===== src/shared/flash_host_consts.vh =====
// Register map, field positions and bus timing for the flash host controller
`ifndef FLASH_HOST_CONSTS_VH
`define FLASH_HOST_CONSTS_VH

// Register indices on the software port
`define REG_CTRL        4'h0
`define REG_ADDR        4'h1
`define REG_WDATA       4'h2
`define REG_CFG         4'h3
`define REG_STATUS      4'h4
`define REG_RDATA       4'h5
`define REG_PAGE0       4'h6
`define REG_PAGE1       4'h7
`define REG_PAGE2       4'h8
`define REG_PAGE3       4'h9

// Control register: operation code, a write starts it
`define OP_LSB          0
`define OP_MSB          2
`define OP_WRITE        3'h1
`define OP_READ         3'h2
`define OP_PAGE         3'h3
`define OP_IDENT        3'h4
`define OP_RESET        3'h5

// Configuration register fields and reset value
`define CFG_CE_CTRL     0
`define CFG_WP_HIGH     1
`define CFG_PDOWN       2
`define CFG_RESET       3'h2

// Status register fields
`define ST_BUSY         0
`define ST_DONE         1
`define ST_TOGGLE1      2
`define ST_TOGGLE2      3
`define ST_POLL         4
`define ST_ERROR        5

// Data bit positions of the device status word and configuration read
`define DQ_POLL         7
`define DQ_TOGGLE1      6
`define DQ_ERROR        5
`define DQ_TOGGLE2      2
`define DQ_PDOWN_EN     10

// Timing in ns and derived cycle counts at the clock rate
`define CLK_NS          20
`define T_RAND_NS       100
`define T_PAGE_NS       35
`define T_WPULSE_NS     50
`define T_RSTLOW_NS     200
`define T_RSTREC_NS     10000
`define T_RAND_CYC      ((`T_RAND_NS + `CLK_NS - 1) / `CLK_NS)
`define T_PAGE_CYC      ((`T_PAGE_NS + `CLK_NS - 1) / `CLK_NS)
`define T_WPULSE_CYC    ((`T_WPULSE_NS + `CLK_NS - 1) / `CLK_NS)
`define T_RSTLOW_CYC    ((`T_RSTLOW_NS + `CLK_NS - 1) / `CLK_NS)
`define T_RSTREC_CYC    ((`T_RSTREC_NS + `CLK_NS - 1) / `CLK_NS)
// Pin to usable data: three flops plus agreement register
`define SYNC_CYC        4

`endif


===== src/rtl/flash_pin_sync.v =====
// Three-flop synchroniser with agreement filter for the data pins
`timescale 1ns/10ps
module flash_pin_sync (
  // Clock and reset
  input  wire        clk,
  input  wire        nrst,
  // Pin side and filtered result
  input  wire [15:0] pin_in,
  output wire [15:0] data_out
);

  genvar g;

  // One chain per bit; the first flop feeds only the second
  generate
    for (g = 0; g < 16; g = g + 1) begin : bit_chain
      reg s1_q;
      reg s2_q;
      reg s3_q;
      reg out_q;
      // Change accepted only once stages two and three agree
      always @(posedge clk or negedge nrst) begin
        if (!nrst) begin
          s1_q  <= 1'b0;
          s2_q  <= 1'b0;
          s3_q  <= 1'b0;
          out_q <= 1'b0;
        end else begin
          s1_q <= pin_in[g];
          s2_q <= s1_q;
          s3_q <= s2_q;
          if (s2_q == s3_q) begin
            out_q <= s3_q;
          end
        end
      end
      assign data_out[g] = out_q;
    end
  endgenerate

endmodule


===== src/rtl/flash_host.v =====
// Host controller driving a dual-bank page flash over its parallel pins
//
// Added by the designer: the address-and-strobe port and the register offsets.
`timescale 1ns/10ps
`include "flash_host_consts.vh"

// Contract
// - Chip-select-timed writes with strobe held low
// - Host holds reset low minimum pulse time
// - Read needs chip select and gating low
// - Write needs select, strobe low, gating high
// - Poll status inside the busy bank
module flash_host (
  // Clock and reset
  input  wire        CLK,
  input  wire        NRST,
  // Software register port
  input  wire [3:0]  REG_ADDR,
  input  wire [31:0] REG_WDATA,
  input  wire        REG_WR,
  input  wire        REG_RD,
  output reg  [31:0] REG_RDATA,
  // Flash address and data pins
  output reg  [18:0] ADDRESS_BUS,
  output reg  [15:0] DATA_BUS_O,
  input  wire [15:0] DATA_BUS_I,
  output reg         DATA_BUS_OE,
  // Flash control pins, active low
  output reg         CHIP_SEL_N,
  output reg         OUT_GATE_N,
  output reg         WRITE_STROBE_N,
  output reg         RESET_POWERDOWN_N,
  output reg         WRITE_PROTECT_N
);

  // One-hot sequencer states
  localparam [6:0] S_IDLE   = 7'h01;
  localparam [6:0] S_SETUP  = 7'h02;
  localparam [6:0] S_STROBE = 7'h04;
  localparam [6:0] S_HOLD   = 7'h08;
  localparam [6:0] S_WAITRD = 7'h10;
  localparam [6:0] S_RSTLOW = 7'h20;
  localparam [6:0] S_RSTREC = 7'h40;

  // Cycle counts, cut to the counter width on purpose
  localparam [31:0] RAND_W    = `T_RAND_CYC + `SYNC_CYC;
  localparam [31:0] PAGE_W    = `T_PAGE_CYC + `SYNC_CYC;
  localparam [31:0] WP_W      = `T_WPULSE_CYC;
  localparam [31:0] RLOW_W    = `T_RSTLOW_CYC;
  localparam [31:0] RREC_W    = `T_RSTREC_CYC;
  localparam [11:0] CYC_RAND  = RAND_W[11:0];
  localparam [11:0] CYC_PAGE  = PAGE_W[11:0];
  localparam [11:0] CYC_WP    = WP_W[11:0];
  localparam [11:0] CYC_RLOW  = RLOW_W[11:0];
  localparam [11:0] CYC_RREC  = RREC_W[11:0];

  reg  [6:0]  state_q;
  reg  [11:0] cnt_q;
  reg  [2:0]  op_q;
  reg  [1:0]  idx_q;
  reg  [18:0] addr_q;
  reg  [15:0] wdata_q;
  reg  [2:0]  cfg_q;
  reg  [15:0] rdata_q;
  reg  [15:0] page_q [0:3];
  reg         done_q;
  reg         tog1_q;
  reg         tog2_q;
  reg         have_prev_q;
  wire [15:0] sync_data;
  wire        start;
  wire        clr_done;
  wire        finish;
  wire        rd_done;
  integer     i;

  // Data pins pass the three-flop filter before use
  flash_pin_sync u_sync (
    .clk      (CLK),
    .nrst     (NRST),
    .pin_in   (DATA_BUS_I),
    .data_out (sync_data)
  );

  // Read-back mux for the software port
  function [31:0] reg_view;
    input [3:0] a;
    begin
      case (a)
        `REG_CTRL:   reg_view = {29'h0000000, op_q};
        `REG_ADDR:   reg_view = {13'h0000, addr_q};
        `REG_WDATA:  reg_view = {16'h0000, wdata_q};
        `REG_CFG:    reg_view = {29'h0000000, cfg_q};
        `REG_STATUS: reg_view = {26'h0000000, rdata_q[`DQ_ERROR], rdata_q[`DQ_POLL],
                                 tog2_q, tog1_q, done_q, (state_q != S_IDLE)};
        `REG_RDATA:  reg_view = {16'h0000, rdata_q};
        `REG_PAGE0:  reg_view = {16'h0000, page_q[0]};
        `REG_PAGE1:  reg_view = {16'h0000, page_q[1]};
        `REG_PAGE2:  reg_view = {16'h0000, page_q[2]};
        `REG_PAGE3:  reg_view = {16'h0000, page_q[3]};
        default:     reg_view = 32'h00000000;
      endcase
    end
  endfunction

  // Start only from idle; a start while busy is ignored
  assign start    = REG_WR && (REG_ADDR == `REG_CTRL) && (state_q == S_IDLE) &&
                    (REG_WDATA[`OP_MSB:`OP_LSB] != 3'h0);
  assign clr_done = REG_WR && (REG_ADDR == `REG_STATUS) && REG_WDATA[`ST_DONE];
  assign rd_done  = (state_q == S_WAITRD) && (cnt_q == 12'h000) &&
                    ((op_q != `OP_PAGE) || (idx_q == 2'h3));
  assign finish   = rd_done || ((state_q == S_HOLD) && (op_q == `OP_WRITE) &&
                    (cnt_q == 12'h000)) ||
                    ((state_q == S_RSTREC) && (cnt_q == 12'h000));

  // Software registers and read data one cycle after the strobe
  always @(posedge CLK or negedge NRST) begin
    if (!NRST) begin
      addr_q    <= 19'h00000;
      wdata_q   <= 16'h0000;
      cfg_q     <= `CFG_RESET;
      REG_RDATA <= 32'h00000000;
      done_q    <= 1'b0;
    end else begin
      if (REG_WR && (REG_ADDR == `REG_ADDR)) begin
        addr_q <= REG_WDATA[18:0];
      end
      if (REG_WR && (REG_ADDR == `REG_WDATA)) begin
        wdata_q <= REG_WDATA[15:0];
      end
      if (REG_WR && (REG_ADDR == `REG_CFG)) begin
        cfg_q <= REG_WDATA[2:0];
      end
      // Completion wins over a clear in the same cycle
      if (finish) begin
        done_q <= 1'b1;
      end else if (clr_done) begin
        done_q <= 1'b0;
      end
      REG_RDATA <= REG_RD ? reg_view(REG_ADDR) : 32'h00000000;
    end
  end

  // Pin sequencer: every pin is a flop so no strobe can glitch
  always @(posedge CLK or negedge NRST) begin
    if (!NRST) begin
      state_q           <= S_IDLE;
      cnt_q             <= 12'h000;
      op_q              <= 3'h0;
      idx_q             <= 2'h0;
      ADDRESS_BUS       <= 19'h00000;
      DATA_BUS_O        <= 16'h0000;
      DATA_BUS_OE       <= 1'b0;
      CHIP_SEL_N        <= 1'b1;   // Deselected: device in standby
      OUT_GATE_N        <= 1'b1;
      WRITE_STROBE_N    <= 1'b1;
      RESET_POWERDOWN_N <= 1'b1;
      WRITE_PROTECT_N   <= 1'b0;   // Locked blocks guarded in reset and while CFG_WP_HIGH is clear
    end else begin
      WRITE_PROTECT_N <= cfg_q[`CFG_WP_HIGH];
      case (state_q)
        S_IDLE: begin
          cnt_q <= 12'h000;
          idx_q <= 2'h0;
          // Held low here only for an enabled power-down hold
          RESET_POWERDOWN_N <= ~cfg_q[`CFG_PDOWN];
          if (start) begin
            op_q <= REG_WDATA[`OP_MSB:`OP_LSB];
            ADDRESS_BUS <= addr_q;
            case (REG_WDATA[`OP_MSB:`OP_LSB])
              `OP_WRITE: begin
                // Gating stays high across the write
                OUT_GATE_N  <= 1'b1;
                DATA_BUS_O  <= wdata_q;
                DATA_BUS_OE <= 1'b1;
                state_q     <= S_SETUP;
              end
              `OP_READ, `OP_IDENT: begin
                // Special reads are plain random cycles
                if (REG_WDATA[`OP_MSB:`OP_LSB] == `OP_IDENT) begin
                  ADDRESS_BUS <= {addr_q[18:8], 6'h00, addr_q[1:0]};
                end
                state_q <= S_SETUP;
              end
              `OP_PAGE: begin
                // Page starts at word zero of the four-word line
                ADDRESS_BUS <= {addr_q[18:2], 2'h0};
                state_q     <= S_SETUP;
              end
              `OP_RESET: begin
                RESET_POWERDOWN_N <= 1'b0;
                cnt_q             <= CYC_RLOW - 12'h001;
                state_q           <= S_RSTLOW;
              end
              default: begin
                state_q <= S_IDLE;
              end
            endcase
          end
        end
        S_SETUP: begin
          // Address settles one cycle before any strobe falls
          if (op_q == `OP_WRITE) begin
            // Strobe first, select times the cycle
            if (cfg_q[`CFG_CE_CTRL]) begin
              WRITE_STROBE_N <= 1'b0;
              state_q        <= S_HOLD;
              cnt_q          <= 12'h001;
            end else begin
              // Both fall together; address latched at that edge
              CHIP_SEL_N     <= 1'b0;
              WRITE_STROBE_N <= 1'b0;
              cnt_q          <= CYC_WP - 12'h001;
              state_q        <= S_STROBE;
            end
          end else begin
            // Both select and gating low to read
            CHIP_SEL_N <= 1'b0;
            OUT_GATE_N <= 1'b0;
            cnt_q      <= CYC_RAND - 12'h001;
            state_q    <= S_WAITRD;
          end
        end
        S_STROBE: begin
          // Pulse lasts whole cycles, far wider than a noise pulse
          if (cnt_q != 12'h000) begin
            cnt_q <= cnt_q - 12'h001;
          end else begin
            // First rising edge latches data; data held one cycle more
            CHIP_SEL_N <= 1'b1;
            if (!cfg_q[`CFG_CE_CTRL]) begin
              WRITE_STROBE_N <= 1'b1;
            end
            cnt_q   <= 12'h000;
            state_q <= S_HOLD;
          end
        end
        S_HOLD: begin
          // Select-timed write: strobe low one cycle, then select pulse
          if (cnt_q != 12'h000) begin
            CHIP_SEL_N <= 1'b0;
            cnt_q      <= CYC_WP - 12'h001;
            state_q    <= S_STROBE;
          end else begin
            WRITE_STROBE_N <= 1'b1;
            DATA_BUS_OE    <= 1'b0;
            state_q        <= S_IDLE;
          end
        end
        S_WAITRD: begin
          // Sampled after access plus sync delay; long holds stay driven
          if (cnt_q != 12'h000) begin
            cnt_q <= cnt_q - 12'h001;
          end else if ((op_q == `OP_PAGE) && (idx_q != 2'h3)) begin
            // Next word of the page needs only the short access
            idx_q            <= idx_q + 2'h1;
            ADDRESS_BUS[1:0] <= idx_q + 2'h1;
            cnt_q            <= CYC_PAGE - 12'h001;
          end else begin
            // Deselecting lets the device float its outputs
            CHIP_SEL_N <= 1'b1;
            OUT_GATE_N <= 1'b1;
            state_q    <= S_IDLE;
          end
        end
        S_RSTLOW: begin
          // Low for at least the minimum pulse
          if (cnt_q != 12'h000) begin
            cnt_q <= cnt_q - 12'h001;
          end else begin
            RESET_POWERDOWN_N <= 1'b1;
            cnt_q             <= CYC_RREC - 12'h001;
            state_q           <= S_RSTREC;
          end
        end
        S_RSTREC: begin
          // Wait the worst-case recovery; device back in array read
          if (cnt_q != 12'h000) begin
            cnt_q <= cnt_q - 12'h001;
          end else begin
            state_q <= S_IDLE;
          end
        end
        default: begin
          state_q <= S_IDLE;
        end
      endcase
    end
  end

  // Captured read words; page slots fill in address order
  always @(posedge CLK or negedge NRST) begin
    if (!NRST) begin
      rdata_q <= 16'h0000;
      for (i = 0; i < 4; i = i + 1) begin
        page_q[i] <= 16'h0000;
      end
    end else if ((state_q == S_WAITRD) && (cnt_q == 12'h000)) begin
      rdata_q       <= sync_data;
      page_q[idx_q] <= sync_data;
    end
  end

  // Toggle detection across two successive status reads of one bank
  // Software must keep the address inside the busy bank; reads elsewhere
  // are allowed meanwhile but then confuse this comparison
  always @(posedge CLK or negedge NRST) begin
    if (!NRST) begin
      tog1_q      <= 1'b0;
      tog2_q      <= 1'b0;
      have_prev_q <= 1'b0;
    end else if (rd_done && (op_q == `OP_READ)) begin
      have_prev_q <= 1'b1;
      tog1_q      <= have_prev_q && (sync_data[`DQ_TOGGLE1] != rdata_q[`DQ_TOGGLE1]);
      tog2_q      <= have_prev_q && (sync_data[`DQ_TOGGLE2] != rdata_q[`DQ_TOGGLE2]);
    end else if ((state_q == S_RSTREC) ||
                 (start && (REG_WDATA[`OP_MSB:`OP_LSB] == `OP_WRITE))) begin
      // A new write or a reset restarts the comparison
      have_prev_q <= 1'b0;
    end
  end

endmodule


===== config.mk =====
export PLATFORM = sky130hd
export DESIGN_NAME = flash_host
export DESIGN_NICKNAME = d
export VERILOG_FILES = /design/src/rtl/flash_pin_sync.v /design/src/rtl/flash_host.v
export VERILOG_INCLUDE_DIRS = /design/src /design/src/shared
export SDC_FILE = /design/constraint.sdc
export NUM_CORES = 1
export LEC_CHECK = 0
export ABC_CLOCK_PERIOD_IN_PS = 2900
export BUFFER_PORTS_ARGS = -buffer_cell sky130_fd_sc_hd__buf_2
export CAP_MARGIN = 20
export CELL_PAD_IN_SITES_DETAIL_PLACEMENT = 1
export CELL_PAD_IN_SITES_GLOBAL_PLACEMENT = 2
export CORE_MARGIN = 2
export CORE_UTILIZATION = 30
export DETAILED_ROUTE_END_ITERATION = 12
export HOLD_SLACK_MARGIN = 0.15
export MAX_ROUTING_LAYER = met4
export PLACE_DENSITY = 0.68
export SYNTH_ARGS = -nofsm -noshare
export SYNTH_HDL_FRONTEND = slang
export SYNTH_SLANG_ARGS = --single-unit

===== constraint.sdc =====
create_clock -name CLK -period 2.9 [get_ports CLK]
set_input_delay 0.29 -clock CLK [delete_from_list [all_inputs] [get_ports CLK]]
set_output_delay 0.29 -clock CLK [all_outputs]
set_load 0.01 [all_outputs]

==> results of run 1 <==
[through the flow]
step           setup WS, ns  std cells  area, um^2  util, %  hold WS (ns)
2_1_floorplan         0.331        903       11100        -      -0.00559
4_1_cts               0.197       1546       13700     37.6         0.241
6_report              0.198       1546       13700     37.6         0.252
3_3_place_gp          0.207       1457       12400     33.8         0.261
3_5_place_dp          0.220       1457       12400     33.8         0.249
5_1_grt             0.00828       1546       13700     37.6         0.264
[cell families after synthesis]
group / synth area share, %
multiplexers: 12.9
other: 0.0338
adder cells (fa/ha/maj): 2.01
AO/OA/AOI/OAI: 8.94
buffers and inverters: 3.09
XOR/XNOR: 0.473
AND/OR/NAND/NOR: 11.6
flip-flops: 60.9
[what timing repair did]
item	in CTS	in global routing
hold buffers	37	0
endpoints found under the hold margin	217	0
setup endpoints to repair	0	0
[routing by layer]
metal,up-vias,track usage [%],share of wire [%]
met5,-,-,0
met4,0,3.14,1.3
met3,26,2.10,3.3
met2,117,27.6,48
met1,3986,23.5,48
li1,3485,-,-
[registers in the layout (all words and copies together) (netlist names), 7 cells and up]
name,cells
ADDRESS_BUS,19
DATA_BUS_O,16
REG_RDATA,19
addr_q,19
cnt_q,12
page_q,64
rdata_q,16
state_q,7
u_sync.bit_chain.out_q,16
u_sync.bit_chain.s1_q,16
u_sync.bit_chain.s2_q,16
u_sync.bit_chain.s3_q,16
wdata_q,16
[placed cells by master, fill, tap and decap left out, types with 7 or more instances in the layout]
cell,n
sky130_fd_sc_hd__a21oi_1,16
sky130_fd_sc_hd__a222oi_1,10
sky130_fd_sc_hd__a22oi_1,39
sky130_fd_sc_hd__a31oi_1,17
sky130_fd_sc_hd__buf_2,101
sky130_fd_sc_hd__buf_4,34
sky130_fd_sc_hd__clkbuf_1,10
sky130_fd_sc_hd__clkbuf_16,30
sky130_fd_sc_hd__conb_1,13
sky130_fd_sc_hd__dfrtp_1,264
sky130_fd_sc_hd__dlygate4sd3_1,37
sky130_fd_sc_hd__inv_1,12
sky130_fd_sc_hd__maj3_1,16
sky130_fd_sc_hd__mux2_2,99
sky130_fd_sc_hd__mux2_4,20
sky130_fd_sc_hd__nand2_1,137
sky130_fd_sc_hd__nand3_1,17
sky130_fd_sc_hd__nor2_1,31
sky130_fd_sc_hd__nor3_1,8
sky130_fd_sc_hd__nor4_1,7
sky130_fd_sc_hd__o21ai_0,23
sky130_fd_sc_hd__or3_1,10
[power by group]
| group | switching [mW] | internal [mW] |
|---|---|---|
| combinational | 0.455 | 0.381 |
| clock | 1.54 | 2.30 |
| sequential | 0.290 | 4.07 |
| total | 2.29 | 6.75 |
[layout make-up]
type | instances | area [um^2]
Fill cell | 3899 | 22800
Sequential cell | 270 | 6760
Multi-Input combinational cell | 565 | 4060
Timing Repair Buffer | 179 | 1270
Clock buffer | 45 | 857
Tap cell | 468 | 586
Clock inverter | 7 | 138
Inverter | 12 | 45.0
[how the worst max path moves through the flow]
| stage | startpoint | end | slack (ns) | cells past startpoint |
|---|---|---|---|---|
| 2_1_floorplan | cnt_q[0] | page_q[0] | 0.33 | 10 |
| 3_3_place_gp | cnt_q[0] | page_q[15] | 0.21 | 8 |
| 3_5_place_dp | cnt_q[0] | page_q[4] | 0.22 | 8 |
| 4_1_cts | cnt_q[0] | page_q[3] | 0.20 | 8 |
| 5_1_grt | cnt_q[0] | tog2_q | 0.008 | 9 |
| 6_report | cnt_q[0] | page_q[3] | 0.20 | 8 |
[worst max-delay path: cells and delay by family, from the launching register on]
kind,cells,cell delay (ns)
flip-flops,1,0.40
multiplexers,1,0.37
buffers and inverters,2,0.28
adder cells (fa/ha/maj),1,0.19
AND/OR/NAND/NOR,4,1.34
==> impl_results.rst, run 1 <==
.. list-table::
   :header-rows: 1

   * - Metric
     - Value
   * - Port bufs
     - 102
   * - Initial detailed-routing violation count
     - ~450
   * - Actual transition at the worst max-transition pin
     - approximately 0.84 ns
   * - Synthesis-stage register bit count
     - 270
   * - Reg2reg end
     - page_q[3]
   * - Crit path cell chain
     - inv_1, ha_1, or3b_1, or4_1, buf_4, nor2_8, nand2_4, mux2_4
   * - Startpoint of the most critical register-to-register path
     - cnt_q[0]
   * - Type of the tightest min-delay check
     - in2async
   * - Endpoint class of the critical path
     - flop
   * - Num CTS Buffers
     - 30
   * - Resized cells post-CTS
     - 0
   * - Count of maximum capacitance violations
     - 0
   * - Top cell type by total area after synthesis
     - sky130_fd_sc_hd__dfrtp_1
   * - Clk_lat worst skew
     - between 0.5 and 0.6 ns
   * - Initial cell density of the core
     - a little under a third
   * - Share of the clock period used by the worst path
     - 93.2%
   * - Signed area change from the synthesized netlist to the final layout
     - 23.6%
   * - Maximum number of buffers from clock root to sink
     - 3
   * - Via total after detailed routing
     - roughly 7600
   * - Worst voltage drop across the vdd grid
     - 0.454 mV
   * - RSZ-0062 raised after global routing
     - false
   * - Signal arrival time at the worst endpoint
     - around 3.1 ns
   * - Type of the worst setup path
     - reg2reg
   * - Placed wire-length estimate after detailed placement
     - 21500 um
   * - Count of antenna diodes in the layout
     - 0
   * - Clock input transition at the sequential cells of the worst setup and hold paths
     - around 0.06 ns
   * - Average wire per cell in the routed design
     - 20.5 um
   * - DIE HEIGHT
     - between 150 and 200 um
   * - Post-route minimum period
     - 2.70 ns
   * - Endpoints failing setup
     - 0
   * - Cell at the root of the clock tree
     - sky130_fd_sc_hd__clkbuf_16
   * - Post-Syn Area per Cell
     - 12.5 um^2
   * - Number of clock sinks
     - 270
   * - DRT antenna net count
     - 0
   * - Power per unit of standard cell area
     - roughly 660 mW/mm^2
   * - Core ar.
     - about 0.037 mm^2
   * - Count of TritonRoute iterations in the first routing pass
     - 5
   * - Setup clock skew after layout
     - 0.0232 ns
   * - Proportion of synthesized flip-flops having asynchronous set or reset
     - between 90% and 100%
   * - DR DRC count
     - 0
   * - Die area
     - approximately 0.039 mm^2
   * - Placer's final routability congestion estimate
     - 0.746
   * - Count of final max-slew check failures
     - 0
   * - Top cell type's share of synthesized area
     - 59.5%
   * - Grt total ovfl
     - 0
   * - Wire length of the first global-routing pass
     - between 40000 and 50000 um
   * - Sequential share of the synthesized area
     - about three fifths
   * - Max stage delay cell, worst path
     - sky130_fd_sc_hd__or4_1
   * - Depth of the worst register-to-register path
     - 8
   * - Final net count
     - 1119
   * - Layout cell share with drive strength beyond 1
     - 30.4%
   * - Top-Level Pins
     - 129
   * - Floorplan row count
     - 70
   * - Mapped Area
     - roughly 0.011 mm^2
   * - Headroom to the max-slew limit
     - ~44%
   * - # Post-CTS Setup Buffers
     - 0
   * - Critical path startpoint category
     - flop
   * - Final number of hold-violating endpoints
     - 0
   * - Maximum number of pins on one net before global-route repair
     - between 60 and 70
   * - Vias per cell
     - around 4.9
   * - Minimum setup slack among reg-to-reg paths
     - slightly below 0.2 ns
   * - H-tree level count
     - 1
   * - Cells taking the most area after synthesis
     - sky130_fd_sc_hd__dfrtp_1, sky130_fd_sc_hd__mux2_2, sky130_fd_sc_hd__nand2_1, sky130_fd_sc_hd__mux2_4, sky130_fd_sc_hd__a22oi_1
   * - Leading post-synthesis cells by instance count
     - sky130_fd_sc_hd__dfrtp_1, sky130_fd_sc_hd__nand2_1, sky130_fd_sc_hd__mux2_2
   * - Primary FF master, synth
     - sky130_fd_sc_hd__dfrtp_1
   * - Total leakage power
     - roughly 6.6 nW
   * - Overall die width
     - 196 um
   * - Number of antenna violations at the first check in global routing
     - 0
   * - Number of synthesized flops with an enable pin
     - 0
   * - Status
     - finished, final reports clean
   * - Longest individual stage delay on the worst path
     - 0.51 ns
   * - Final Total Pwr
     - roughly 9 mW
   * - Mapped Cells
     - between 800 and 900
   * - Library cells used by synthesis
     - 65
   * - Total wire length
     - approximately 32000 um
   * - Timing-limited maximum frequency
     - ~370 MHz
   * - Required time at the endpoint of the critical path
     - roughly 3.3 ns
   * - Number of global-route vias before repair
     - 8126
   * - Synth warnings
     - 0
   * - Final TNS setup
     - 0 ns
   * - Clock tree from TritonCTS
     - built
   * - Most instantiated library cell after synthesis
     - sky130_fd_sc_hd__dfrtp_1
   * - Largest fanout on the critical path
     - 16
   * - Overall global routing resource usage
     - 17.1%
No activity file was read; power rests on OpenSTA's default activity.
==> run 2: changes to the inputs <==
--- a/config.mk
+++ b/config.mk
@@ -6,6 +6,7 @@
 export SDC_FILE = /design/constraint.sdc
 export NUM_CORES = 1
 export LEC_CHECK = 0
+export ABC_AREA = 1
 export ABC_CLOCK_PERIOD_IN_PS = 2900
 export BUFFER_PORTS_ARGS = -buffer_cell sky130_fd_sc_hd__buf_2
 export CAP_MARGIN = 20
@@ -16,7 +17,7 @@
 export DETAILED_ROUTE_END_ITERATION = 12
 export HOLD_SLACK_MARGIN = 0.15
 export MAX_ROUTING_LAYER = met4
-export PLACE_DENSITY = 0.68
+export PLACE_DENSITY = 0.72
 export SYNTH_ARGS = -nofsm -noshare
 export SYNTH_HDL_FRONTEND = slang
 export SYNTH_SLANG_ARGS = --single-unit
==> impl_results.rst, run 2 <==
.. list-table::
   :header-rows: 1

   * - Metric
     - Value
   * - Status
     - finished, final reports clean (unchanged)
   * - Endpoints failing setup
     - 0 (unchanged)
   * - Core ar.
     - 0.0367 mm^2 (was 0.0365 mm^2)
   * - Maximum number of buffers from clock root to sink
     - 3 (unchanged)
   * - Dominant cell type by count on the critical path
     - sky130_fd_sc_hd__nand2_1
   * - Critical path startpoint category
     - flop (unchanged)
   * - Area used by sequential logic in the layout
     - 0.00676 mm^2 (unchanged)
   * - Routed length on met3
     - 1360 um (was 1050 um)
   * - Initial cell density of the core
     - 30.6% (was 30.4%)
   * - Endpoint class of the critical path
     - flop (unchanged)
   * - Timing-limited maximum frequency
     - 460 MHz (was 370 MHz)
   * - Power per unit of standard cell area
     - 821 mW/mm^2 (was 659 mW/mm^2)
   * - Relative contribution of sequential cells to total power
     - 42.8% (was 48.3%)
   * - Longest individual stage delay on the worst path
     - 0.39 ns (was 0.51 ns)
   * - Top cell type by total area after synthesis
     - sky130_fd_sc_hd__dfrtp_1 (unchanged)
   * - Average wire per cell in the routed design
     - 17.6 um (was 20.5 um)
   * - H-tree level count
     - 2 (was 1)
   * - Max stage delay cell, worst path
     - sky130_fd_sc_hd__dfrtp_1 (was sky130_fd_sc_hd__or4_1)
   * - Max FFs per register
     - 64 (unchanged)
   * - Switching power
     - 3.50 mW (was 2.29 mW)
   * - Crit path cell chain
     - inv_1, ha_1, nand2_2, nor2_4, nand2_2, nor2_4, inv_2, nand2_1, nand2_1, nand3_1, nand2_1, nand2_1 (was inv_1, ha_1, or3b_1, or4_1, buf_4, nor2_8, nand2_4, mux2_4)
   * - Clock input transition at the sequential cells of the worst setup and hold paths
     - 0.06 ns (about the same)
   * - Actual transition at the worst max-transition pin
     - 0.862 ns (was 0.837 ns)
   * - Mapped Cells
     - 1206 (was 891)
   * - Fill count
     - 4221 (was 3899)
   * - Via total after detailed routing
     - 8670 (was 7614)
   * - Share of the clock period used by the worst path
     - 74.9% (was 93.2%)
   * - Synth warnings
     - 0 (unchanged)
   * - Port bufs
     - 102 (unchanged)
   * - Cell at the root of the clock tree
     - sky130_fd_sc_hd__clkbuf_16 (unchanged)
   * - Hold slack
     - 0.210 ns (was 0.252 ns)
   * - Overall die width
     - 197 um (was 196 um)
   * - Top-Level Pins
     - 129 (unchanged)
   * - Leading post-synthesis cells by instance count
     - sky130_fd_sc_hd__nand2_1, sky130_fd_sc_hd__dfrtp_1, sky130_fd_sc_hd__inv_1 (was sky130_fd_sc_hd__dfrtp_1, sky130_fd_sc_hd__nand2_1, sky130_fd_sc_hd__mux2_2)
   * - Largest fanout on the critical path
     - 29 (was 16)
   * - Signed area change from the synthesized netlist to the final layout
     - 22.1% (was 23.6%)
   * - Resized cells post-CTS
     - 0 (unchanged)
   * - Floorplan row count
     - 70 (unchanged)
   * - Primary FF master, synth
     - sky130_fd_sc_hd__dfrtp_1 (unchanged)
   * - Initial detailed-routing violation count
     - 521 (was 451)
   * - Clock network fraction of total power
     - 36.6% (was 42.5%)
   * - Post-Syn Area per Cell
     - 9.30 um^2 (was 12.5 um^2)
   * - Combinational share of power
     - 20.6% (was 9.2%)
   * - Total routed wire length on the met1 layer
     - 16000 um (was 15100 um)
   * - Total wire length
     - 32500 um (was 31700 um)
   * - Count of final max-slew check failures
     - 0 (unchanged)
   * - Cells taking the most area after synthesis
     - sky130_fd_sc_hd__dfrtp_1, sky130_fd_sc_hd__nand2_1, sky130_fd_sc_hd__o21ai_0, sky130_fd_sc_hd__o21ai_1, sky130_fd_sc_hd__inv_1 (was sky130_fd_sc_hd__dfrtp_1, sky130_fd_sc_hd__mux2_2, sky130_fd_sc_hd__nand2_1, sky130_fd_sc_hd__mux2_4, sky130_fd_sc_hd__a22oi_1)
   * - Sequential share of the synthesized area
     - 60.3% (was 60.9%)
   * - Type of the worst setup path
     - reg2reg (unchanged)
   * - Multi-input gate area in the final layout
     - 0.00377 mm^2 (was 0.00406 mm^2)
   * - Layout cell share with drive strength beyond 1
     - 15.6% (was 30.4%)
   * - Maximum number of pins on one net before global-route repair
     - 82 (was 66)
   * - RSZ-0062 raised after global routing
     - false (unchanged)
   * - Headroom to the max-slew limit
     - 42.5% (was 44.0%)
   * - Top layer used by detailed routing
     - met4 (unchanged)
   * - Post-route minimum period
     - 2.17 ns (was 2.70 ns)
   * - Commonest non-fill, non-tap cells in the layout
     - sky130_fd_sc_hd__nand2_1, sky130_fd_sc_hd__dfrtp_1, sky130_fd_sc_hd__inv_1 (was sky130_fd_sc_hd__dfrtp_1, sky130_fd_sc_hd__nand2_1, sky130_fd_sc_hd__buf_2)
   * - Grt total ovfl
     - 0 (unchanged)
   * - Cell internal pwr
     - 7.74 mW (was 6.75 mW)
   * - Number of antenna violations at the first check in global routing
     - 1 (was 0)
   * - Top register by number of flip-flops
     - page_q (unchanged)
   * - Mapped Area
     - 0.0112 mm^2 (was 0.0111 mm^2)
   * - Proportion of synthesized flip-flops having asynchronous set or reset
     - 100% (unchanged)
   * - DIE HEIGHT
     - 197 um (was 196 um)
   * - Clock tree from TritonCTS
     - built (unchanged)
   * - Clk_lat worst skew
     - 0.51 ns (was 0.57 ns)
   * - Total leakage power
     - 6.73 nW (was 6.64 nW)
   * - Wire length of the first global-routing pass
     - 51900 um (was 49800 um)
   * - Signal arrival time at the worst endpoint
     - 2.63 ns (was 3.14 ns)
   * - Final Total Pwr
     - 11.2 mW (was 9.04 mW)
   * - Overall global routing resource usage
     - 17.8% (was 17.1%)
   * - DR DRC count
     - 0 (unchanged)
   * - Switching portion of total power
     - 31.1% (was 25.3%)
   * - Placed wire-length estimate after detailed placement
     - 22300 um (was 21500 um)
   * - Worst voltage drop across the vdd grid
     - 0.376 mV (was 0.454 mV)
   * - Met2 layer wire length in the routed design
     - 14500 um (was 15100 um)
   * - Final number of hold-violating endpoints
     - 0 (unchanged)
   * - Final net count
     - 1421 (was 1119)
   * - Placer's final routability congestion estimate
     - 0.809 (was 0.746)
   * - Commonest non-fill, non-tap cell in the layout
     - sky130_fd_sc_hd__nand2_1 (was sky130_fd_sc_hd__dfrtp_1)
   * - DRT antenna net count
     - 0 (unchanged)
   * - Library cells used by synthesis
     - 48 (was 65)
   * - Top cell type's share of synthesized area
     - 58.9% (was 59.5%)
   * - Vias per cell
     - 4.69 (was 4.92)
   * - Die area
     - 0.0389 mm^2 (was 0.0386 mm^2)
   * - Setup clock skew after layout
     - 0.0126 ns (was 0.0232 ns)
   * - Num CTS Buffers
     - 34 (was 30)
   * - Count of maximum capacitance violations
     - 0 (unchanged)
   * - Synthesis-stage register bit count
     - 270 (unchanged)
   * - Final TNS setup
     - 0 ns (unchanged)
   * - Number of clock sinks
     - 270 (unchanged)
   * - Number of synthesized flops with an enable pin
     - 0 (unchanged)
   * - Count of TritonRoute iterations in the first routing pass
     - 5 (unchanged)
   * - Type of the tightest min-delay check
     - in2reg (was in2async)
   * - Most instantiated library cell after synthesis
     - sky130_fd_sc_hd__nand2_1 (was sky130_fd_sc_hd__dfrtp_1)
   * - Number of global-route vias before repair
     - 8853 (was 8126)
   * - Required time at the endpoint of the critical path
     - 3.35 ns (was 3.34 ns)
[run 2: cell types whose count changed after synthesis, moves of 32 or more]
| cell | previous run | this run |
|---|---|---|
| sky130_fd_sc_hd__o21ai_1 | 1 | 83 |
| sky130_fd_sc_hd__inv_1 | 12 | 104 |
| sky130_fd_sc_hd__o21ai_0 | 23 | 92 |
| sky130_fd_sc_hd__a22oi_1 | 39 | 1 |
| sky130_fd_sc_hd__mux2_2 | 99 | 4 |
| sky130_fd_sc_hd__nor2_1 | 31 | 63 |
| sky130_fd_sc_hd__nand2_1 | 137 | 352 |
[run 2: cells by family after synthesis]
logic type	count (synthesis)	synth area share, %
compound gates	231	11.1
xor+xnor	6	0.469
fa+ha+maj	21	1.99
buf+inv	162	6.42
flops	270	60.3
mux	4	0.402
other cells	1	0.0334
simple gates	511	19.2
[run 2: worst paths after layout]
kind,start,end,slack [ns],depth (start not counted)
max,cnt_q[0],cnt_q[0],0.73,12
min,REG_WR,done_q,0.21,4
max reg2reg,cnt_q[0],cnt_q[0],0.73,12
min reg2reg,u_sync.bit_chain[14].s1_q,u_sync.bit_chain[14].s2_q,0.35,0
max in group asynchronous,NRST,WRITE_STROBE_N,1.71,3
min in group asynchronous,NRST,u_sync.bit_chain[10].s1_q,0.35,2
[run 2: metrics by stage]
step	util (%)	cell area (um^2)	setup slack, ns	std cells
5_1_grt	37.3	13700	0.506	1849
3_3_place_gp	33.4	12300	0.719	1756
3_5_place_dp	33.4	12300	0.700	1756
6_report	37.3	13700	0.728	1850
2_1_floorplan	-	11300	1.17	1218
4_1_cts	37.3	13700	0.678	1848
[run 2: what timing repair did]
action | in CTS | in global routing
buffers inserted | 0 | 0
hold buffers | 36 | 0
endpoints found under the setup margin | 0 | 0
endpoints found under the hold margin | 125 | 0
[run 2: power by group through the flow]
stage / combinational [mW] / sequential [mW] / clock [mW]
2_1_floorplan: 1.51 / 4.82 / 0
3_3_place_gp: 2.26 / 4.85 / 0
3_5_place_dp: 2.31 / 4.87 / 0
4_1_cts: 2.36 / 4.81 / 4.26
5_1_grt: 2.64 / 4.88 / 4.40
6_report: 2.31 / 4.81 / 4.12
[run 2: area by class of cell]
class                      instances  area share [%]
sequential                       270            49.4
antenna                            2          0.0365
inverter                         109            3.02
clock buffer                      51            7.27
clock inverter                     5           0.594
timing repair buffer             159            7.86
multi-input combinational        786            27.6
tap                              468            4.28
[run 2: critical path, delay by kind of cell, from the launching register on]
family                   cells  cell delay, ns
buffers and inverters        2            0.41
adder cells (fa/ha/maj)      1            0.28
AND/OR/NAND/NOR              9            1.01
flip-flops                   1            0.39
[run 2: layer usage]
metal	up-vias	global-route usage, %
met5	-	-
met4	0	4.71
met3	49	2.68
met2	168	26.4
met1	4258	25.3
li1	4195	-
==> run 3: changes to the inputs <==
--- a/config.mk
+++ b/config.mk
@@ -7,7 +7,7 @@
 export NUM_CORES = 1
 export LEC_CHECK = 0
 export ABC_AREA = 1
-export ABC_CLOCK_PERIOD_IN_PS = 2900
+export ABC_CLOCK_PERIOD_IN_PS = 1800
 export BUFFER_PORTS_ARGS = -buffer_cell sky130_fd_sc_hd__buf_2
 export CAP_MARGIN = 20
 export CELL_PAD_IN_SITES_DETAIL_PLACEMENT = 1
@@ -17,7 +17,7 @@
 export DETAILED_ROUTE_END_ITERATION = 12
 export HOLD_SLACK_MARGIN = 0.15
 export MAX_ROUTING_LAYER = met4
-export PLACE_DENSITY = 0.72
+export PLACE_DENSITY = 0.75
 export SYNTH_ARGS = -nofsm -noshare
 export SYNTH_HDL_FRONTEND = slang
 export SYNTH_SLANG_ARGS = --single-unit
==> constraint.sdc (replaced) <==
create_clock -name CLK -period 1.8 [get_ports CLK]
set_input_delay 0.18 -clock CLK [delete_from_list [all_inputs] [get_ports CLK]]
set_output_delay 0.18 -clock CLK [all_outputs]
set_load 0.01 [all_outputs]
==> impl_results.rst, run 3 (synthesis results as in run 2) <==
.. list-table::
   :header-rows: 1

   * - Metric
     - Value
   * - Status
     - finished, final reports clean (unchanged)
   * - Hold slack
     - 0.149 ns (was 0.210 ns)
   * - Final TNS setup
     - 0 ns (unchanged)
   * - Setup clock skew after layout
     - 0.0141 ns (was 0.0126 ns)
   * - Depth of the worst register-to-register path
     - 11 (was 12)
   * - Clk_lat worst skew
     - 0.57 ns (was 0.51 ns)
   * - Final number of hold-violating endpoints
     - 0 (unchanged)
   * - Clock network fraction of total power
     - 34.3% (was 36.6%)
   * - Largest fanout on the critical path
     - 4 (was 29)
   * - DIE HEIGHT
     - 197 um (unchanged)
   * - Count of final max-slew check failures
     - 0 (unchanged)
   * - Die area
     - 0.0389 mm^2 (unchanged)
   * - Signal arrival time at the worst endpoint
     - 2.15 ns (was 2.63 ns)
   * - Share of the clock period used by the worst path
     - 94.1% (was 74.9%)
   * - Maximum number of buffers from clock root to sink
     - 3 (unchanged)
   * - Critical path startpoint category
     - flop (unchanged)
   * - Vias per cell
     - 4.64 (was 4.69)
   * - Grt total ovfl
     - 0 (unchanged)
   * - Initial detailed-routing violation count
     - 466 (was 521)
   * - Via total after detailed routing
     - 8887 (was 8670)
   * - Number of clock sinks
     - 270 (unchanged)
   * - Average wire per cell in the routed design
     - 17.2 um (was 17.6 um)
   * - Type of the worst setup path
     - reg2reg (unchanged)
   * - Headroom to the max-slew limit
     - 65.9% (was 42.5%)
   * - Cell at the root of the clock tree
     - sky130_fd_sc_hd__clkbuf_16 (unchanged)
   * - RSZ-0062 raised after global routing
     - true (was false)
   * - Switching portion of total power
     - 31.8% (was 31.1%)
   * - Floorplan row count
     - 70 (unchanged)
   * - Power per unit of standard cell area
     - 1280 mW/mm^2 (was 821 mW/mm^2)
   * - Final net count
     - 1482 (was 1421)
   * - Final Total Pwr
     - 18.5 mW (was 11.2 mW)
   * - Top register by number of flip-flops
     - page_q (unchanged)
   * - Minimum setup slack among reg-to-reg paths
     - 0.11 ns (was 0.73 ns)
   * - Worst voltage drop across the vdd grid
     - 0.761 mV (was 0.376 mV)
   * - Placer's final routability congestion estimate
     - 0.843 (was 0.809)
   * - Post-route minimum period
     - 1.69 ns (was 2.17 ns)
   * - Commonest non-fill, non-tap cell in the layout
     - sky130_fd_sc_hd__nand2_1 (unchanged)
   * - Number of antenna violations at the first check in global routing
     - 1 (unchanged)
   * - Timing-limited maximum frequency
     - 591 MHz (was 460 MHz)
   * - Switching power
     - 5.89 mW (was 3.50 mW)
   * - Initial cell density of the core
     - 30.6% (unchanged)
   * - Count of non-filler cells in the finished layout
     - 1914 (was 1850)
   * - Endpoints failing setup
     - 0 (unchanged)
   * - Maximum number of pins on one net before global-route repair
     - 58 (was 82)
   * - H-tree level count
     - 1 (was 2)
   * - Count of maximum capacitance violations
     - 0 (unchanged)
   * - Max FFs per register
     - 64 (unchanged)
   * - DR DRC count
     - 0 (unchanged)
   * - Worst slack at placement
     - -0.0526 ns (was 0.700 ns)
   * - Clock input transition at the sequential cells of the worst setup and hold paths
     - 0.06 ns (about the same)
   * - Combinational share of power
     - 24.0% (was 20.6%)
   * - Required time at the endpoint of the critical path
     - 2.26 ns (was 3.35 ns)
   * - Overall global routing resource usage
     - 17.8% (about the same)
   * - Relative contribution of sequential cells to total power
     - 41.8% (was 42.8%)
   * - Type of the tightest min-delay check
     - in2async (was in2reg)
   * - Port bufs
     - 102 (unchanged)
   * - Placed wire-length estimate after detailed placement
     - 23500 um (was 22300 um)
   * - Final Worst Setup Slack
     - 0.107 ns (was 0.728 ns)
   * - Count of TritonRoute iterations in the first routing pass
     - 5 (unchanged)
   * - Signed area change from the synthesized netlist to the final layout
     - 28.9% (was 22.1%)
   * - Top-Level Pins
     - 129 (unchanged)
   * - Cell Count Post-Placement
     - 1810 (was 1756)
   * - Wire length of the first global-routing pass
     - 52700 um (was 51900 um)
   * - Total wire length
     - 32800 um (was 32500 um)
   * - Overall die width
     - 197 um (unchanged)
   * - Number of global-route vias before repair
     - 9320 (was 8853)
   * - DRT antenna net count
     - 0 (unchanged)
   * - Actual transition at the worst max-transition pin
     - 0.511 ns (was 0.862 ns)
   * - Core ar.
     - 0.0367 mm^2 (unchanged)
   * - Num CTS Buffers
     - 31 (was 34)
   * - Cell internal pwr
     - 12.6 mW (was 7.74 mW)
   * - Endpoint class of the critical path
     - flop (unchanged)
   * - Total leakage power
     - 7.14 nW (was 6.73 nW)
   * - Startpoint of the most critical register-to-register path
     - cnt_q[1] (was cnt_q[0])
   * - Reg2reg end
     - idx_q[1] (was cnt_q[0])
   * - Layout cell share with drive strength beyond 1
     - 21.3% (was 15.6%)
   * - Commonest non-fill, non-tap cells in the layout
     - sky130_fd_sc_hd__nand2_1, sky130_fd_sc_hd__dfrtp_1, sky130_fd_sc_hd__inv_1 (unchanged)
   * - Clock tree from TritonCTS
     - built (unchanged)
==> run 3: how the worst max path moves through the flow <==
stage	from	end	slack (ns)	cells past startpoint
floorplan	cnt_q[0]	idx_q[0]	0.07	11
global placement	state_q[0]	ADDRESS_BUS[0]	0.002	9
detailed placement	state_q[0]	ADDRESS_BUS[1]	-0.05	9
CTS	state_q[1]	page_q[63]	0.003	9
global route	state_q[2]	rdata_q[7]	-0.008	9
finish	cnt_q[1]	idx_q[1]	0.11	11
==> run 3: critical path, stage by stage, from the launching register on <==
cell	delay [ns]
sky130_fd_sc_hd__dfrtp_1	0.39
sky130_fd_sc_hd__inv_1	0.10
sky130_fd_sc_hd__ha_4	0.14
sky130_fd_sc_hd__nand2_2	0.07
sky130_fd_sc_hd__nor2_4	0.11
sky130_fd_sc_hd__nand2_4	0.08
sky130_fd_sc_hd__buf_4	0.16
sky130_fd_sc_hd__nand2_2	0.07
sky130_fd_sc_hd__nand2_2	0.07
sky130_fd_sc_hd__or2_4	0.26
sky130_fd_sc_hd__nand2_1	0.09
sky130_fd_sc_hd__o21ai_2	0.05
==> run 3: layout make-up <==
class / count / area, um^2
diodes: 1 / 2.50
clock buffers: 43 / 881
clock inverters: 14 / 156
fillers: 4220 / 22200
inverters: 109 / 422
multi-input cells: 787 / 3930
flip-flops and latches: 270 / 6760
well taps: 468 / 586
repair buffers: 222 / 1710
==> run 3: power by group through the flow <==
| stage | Sequential, mW | Clock [mW] | Combinational, mW |
|---|---|---|---|
| finish | 7.74 | 6.36 | 4.44 |
| global route | 7.88 | 6.79 | 5.03 |
| CTS | 7.74 | 6.57 | 4.19 |
| detailed placement | 7.84 | 0 | 4.07 |
| global placement | 7.78 | 0 | 3.98 |
| floorplan | 7.77 | 0 | 2.44 |
==> run 3: per-layer routing <==
metal	wire, um	global-route usage (%)	vias up
li1	-	-	4325
met1	15900	24.6	4390
met2	15300	28.2	135
met3	1030	2.32	37
met4	607	3.65	0
met5	0	-	-
==> run 3: through the flow <==
step,util [%],area (um^2)
5_1_grt,39.4,14500
3_3_place_gp,34.9,12800
2_1_floorplan,-,11300
6_report,39.4,14500
4_1_cts,38.8,14200
3_5_place_dp,34.9,12800
==> run 3: repair_timing <==
action                                  4_1_cts  5_1_grt
pin swaps                                     4       11
endpoints found under the setup margin       38      140
gates cloned                                  0        1
buffers inserted                              2        5
gates resized for setup                       6       44
endpoints found under the hold margin       329        0
hold buffers                                 38        0
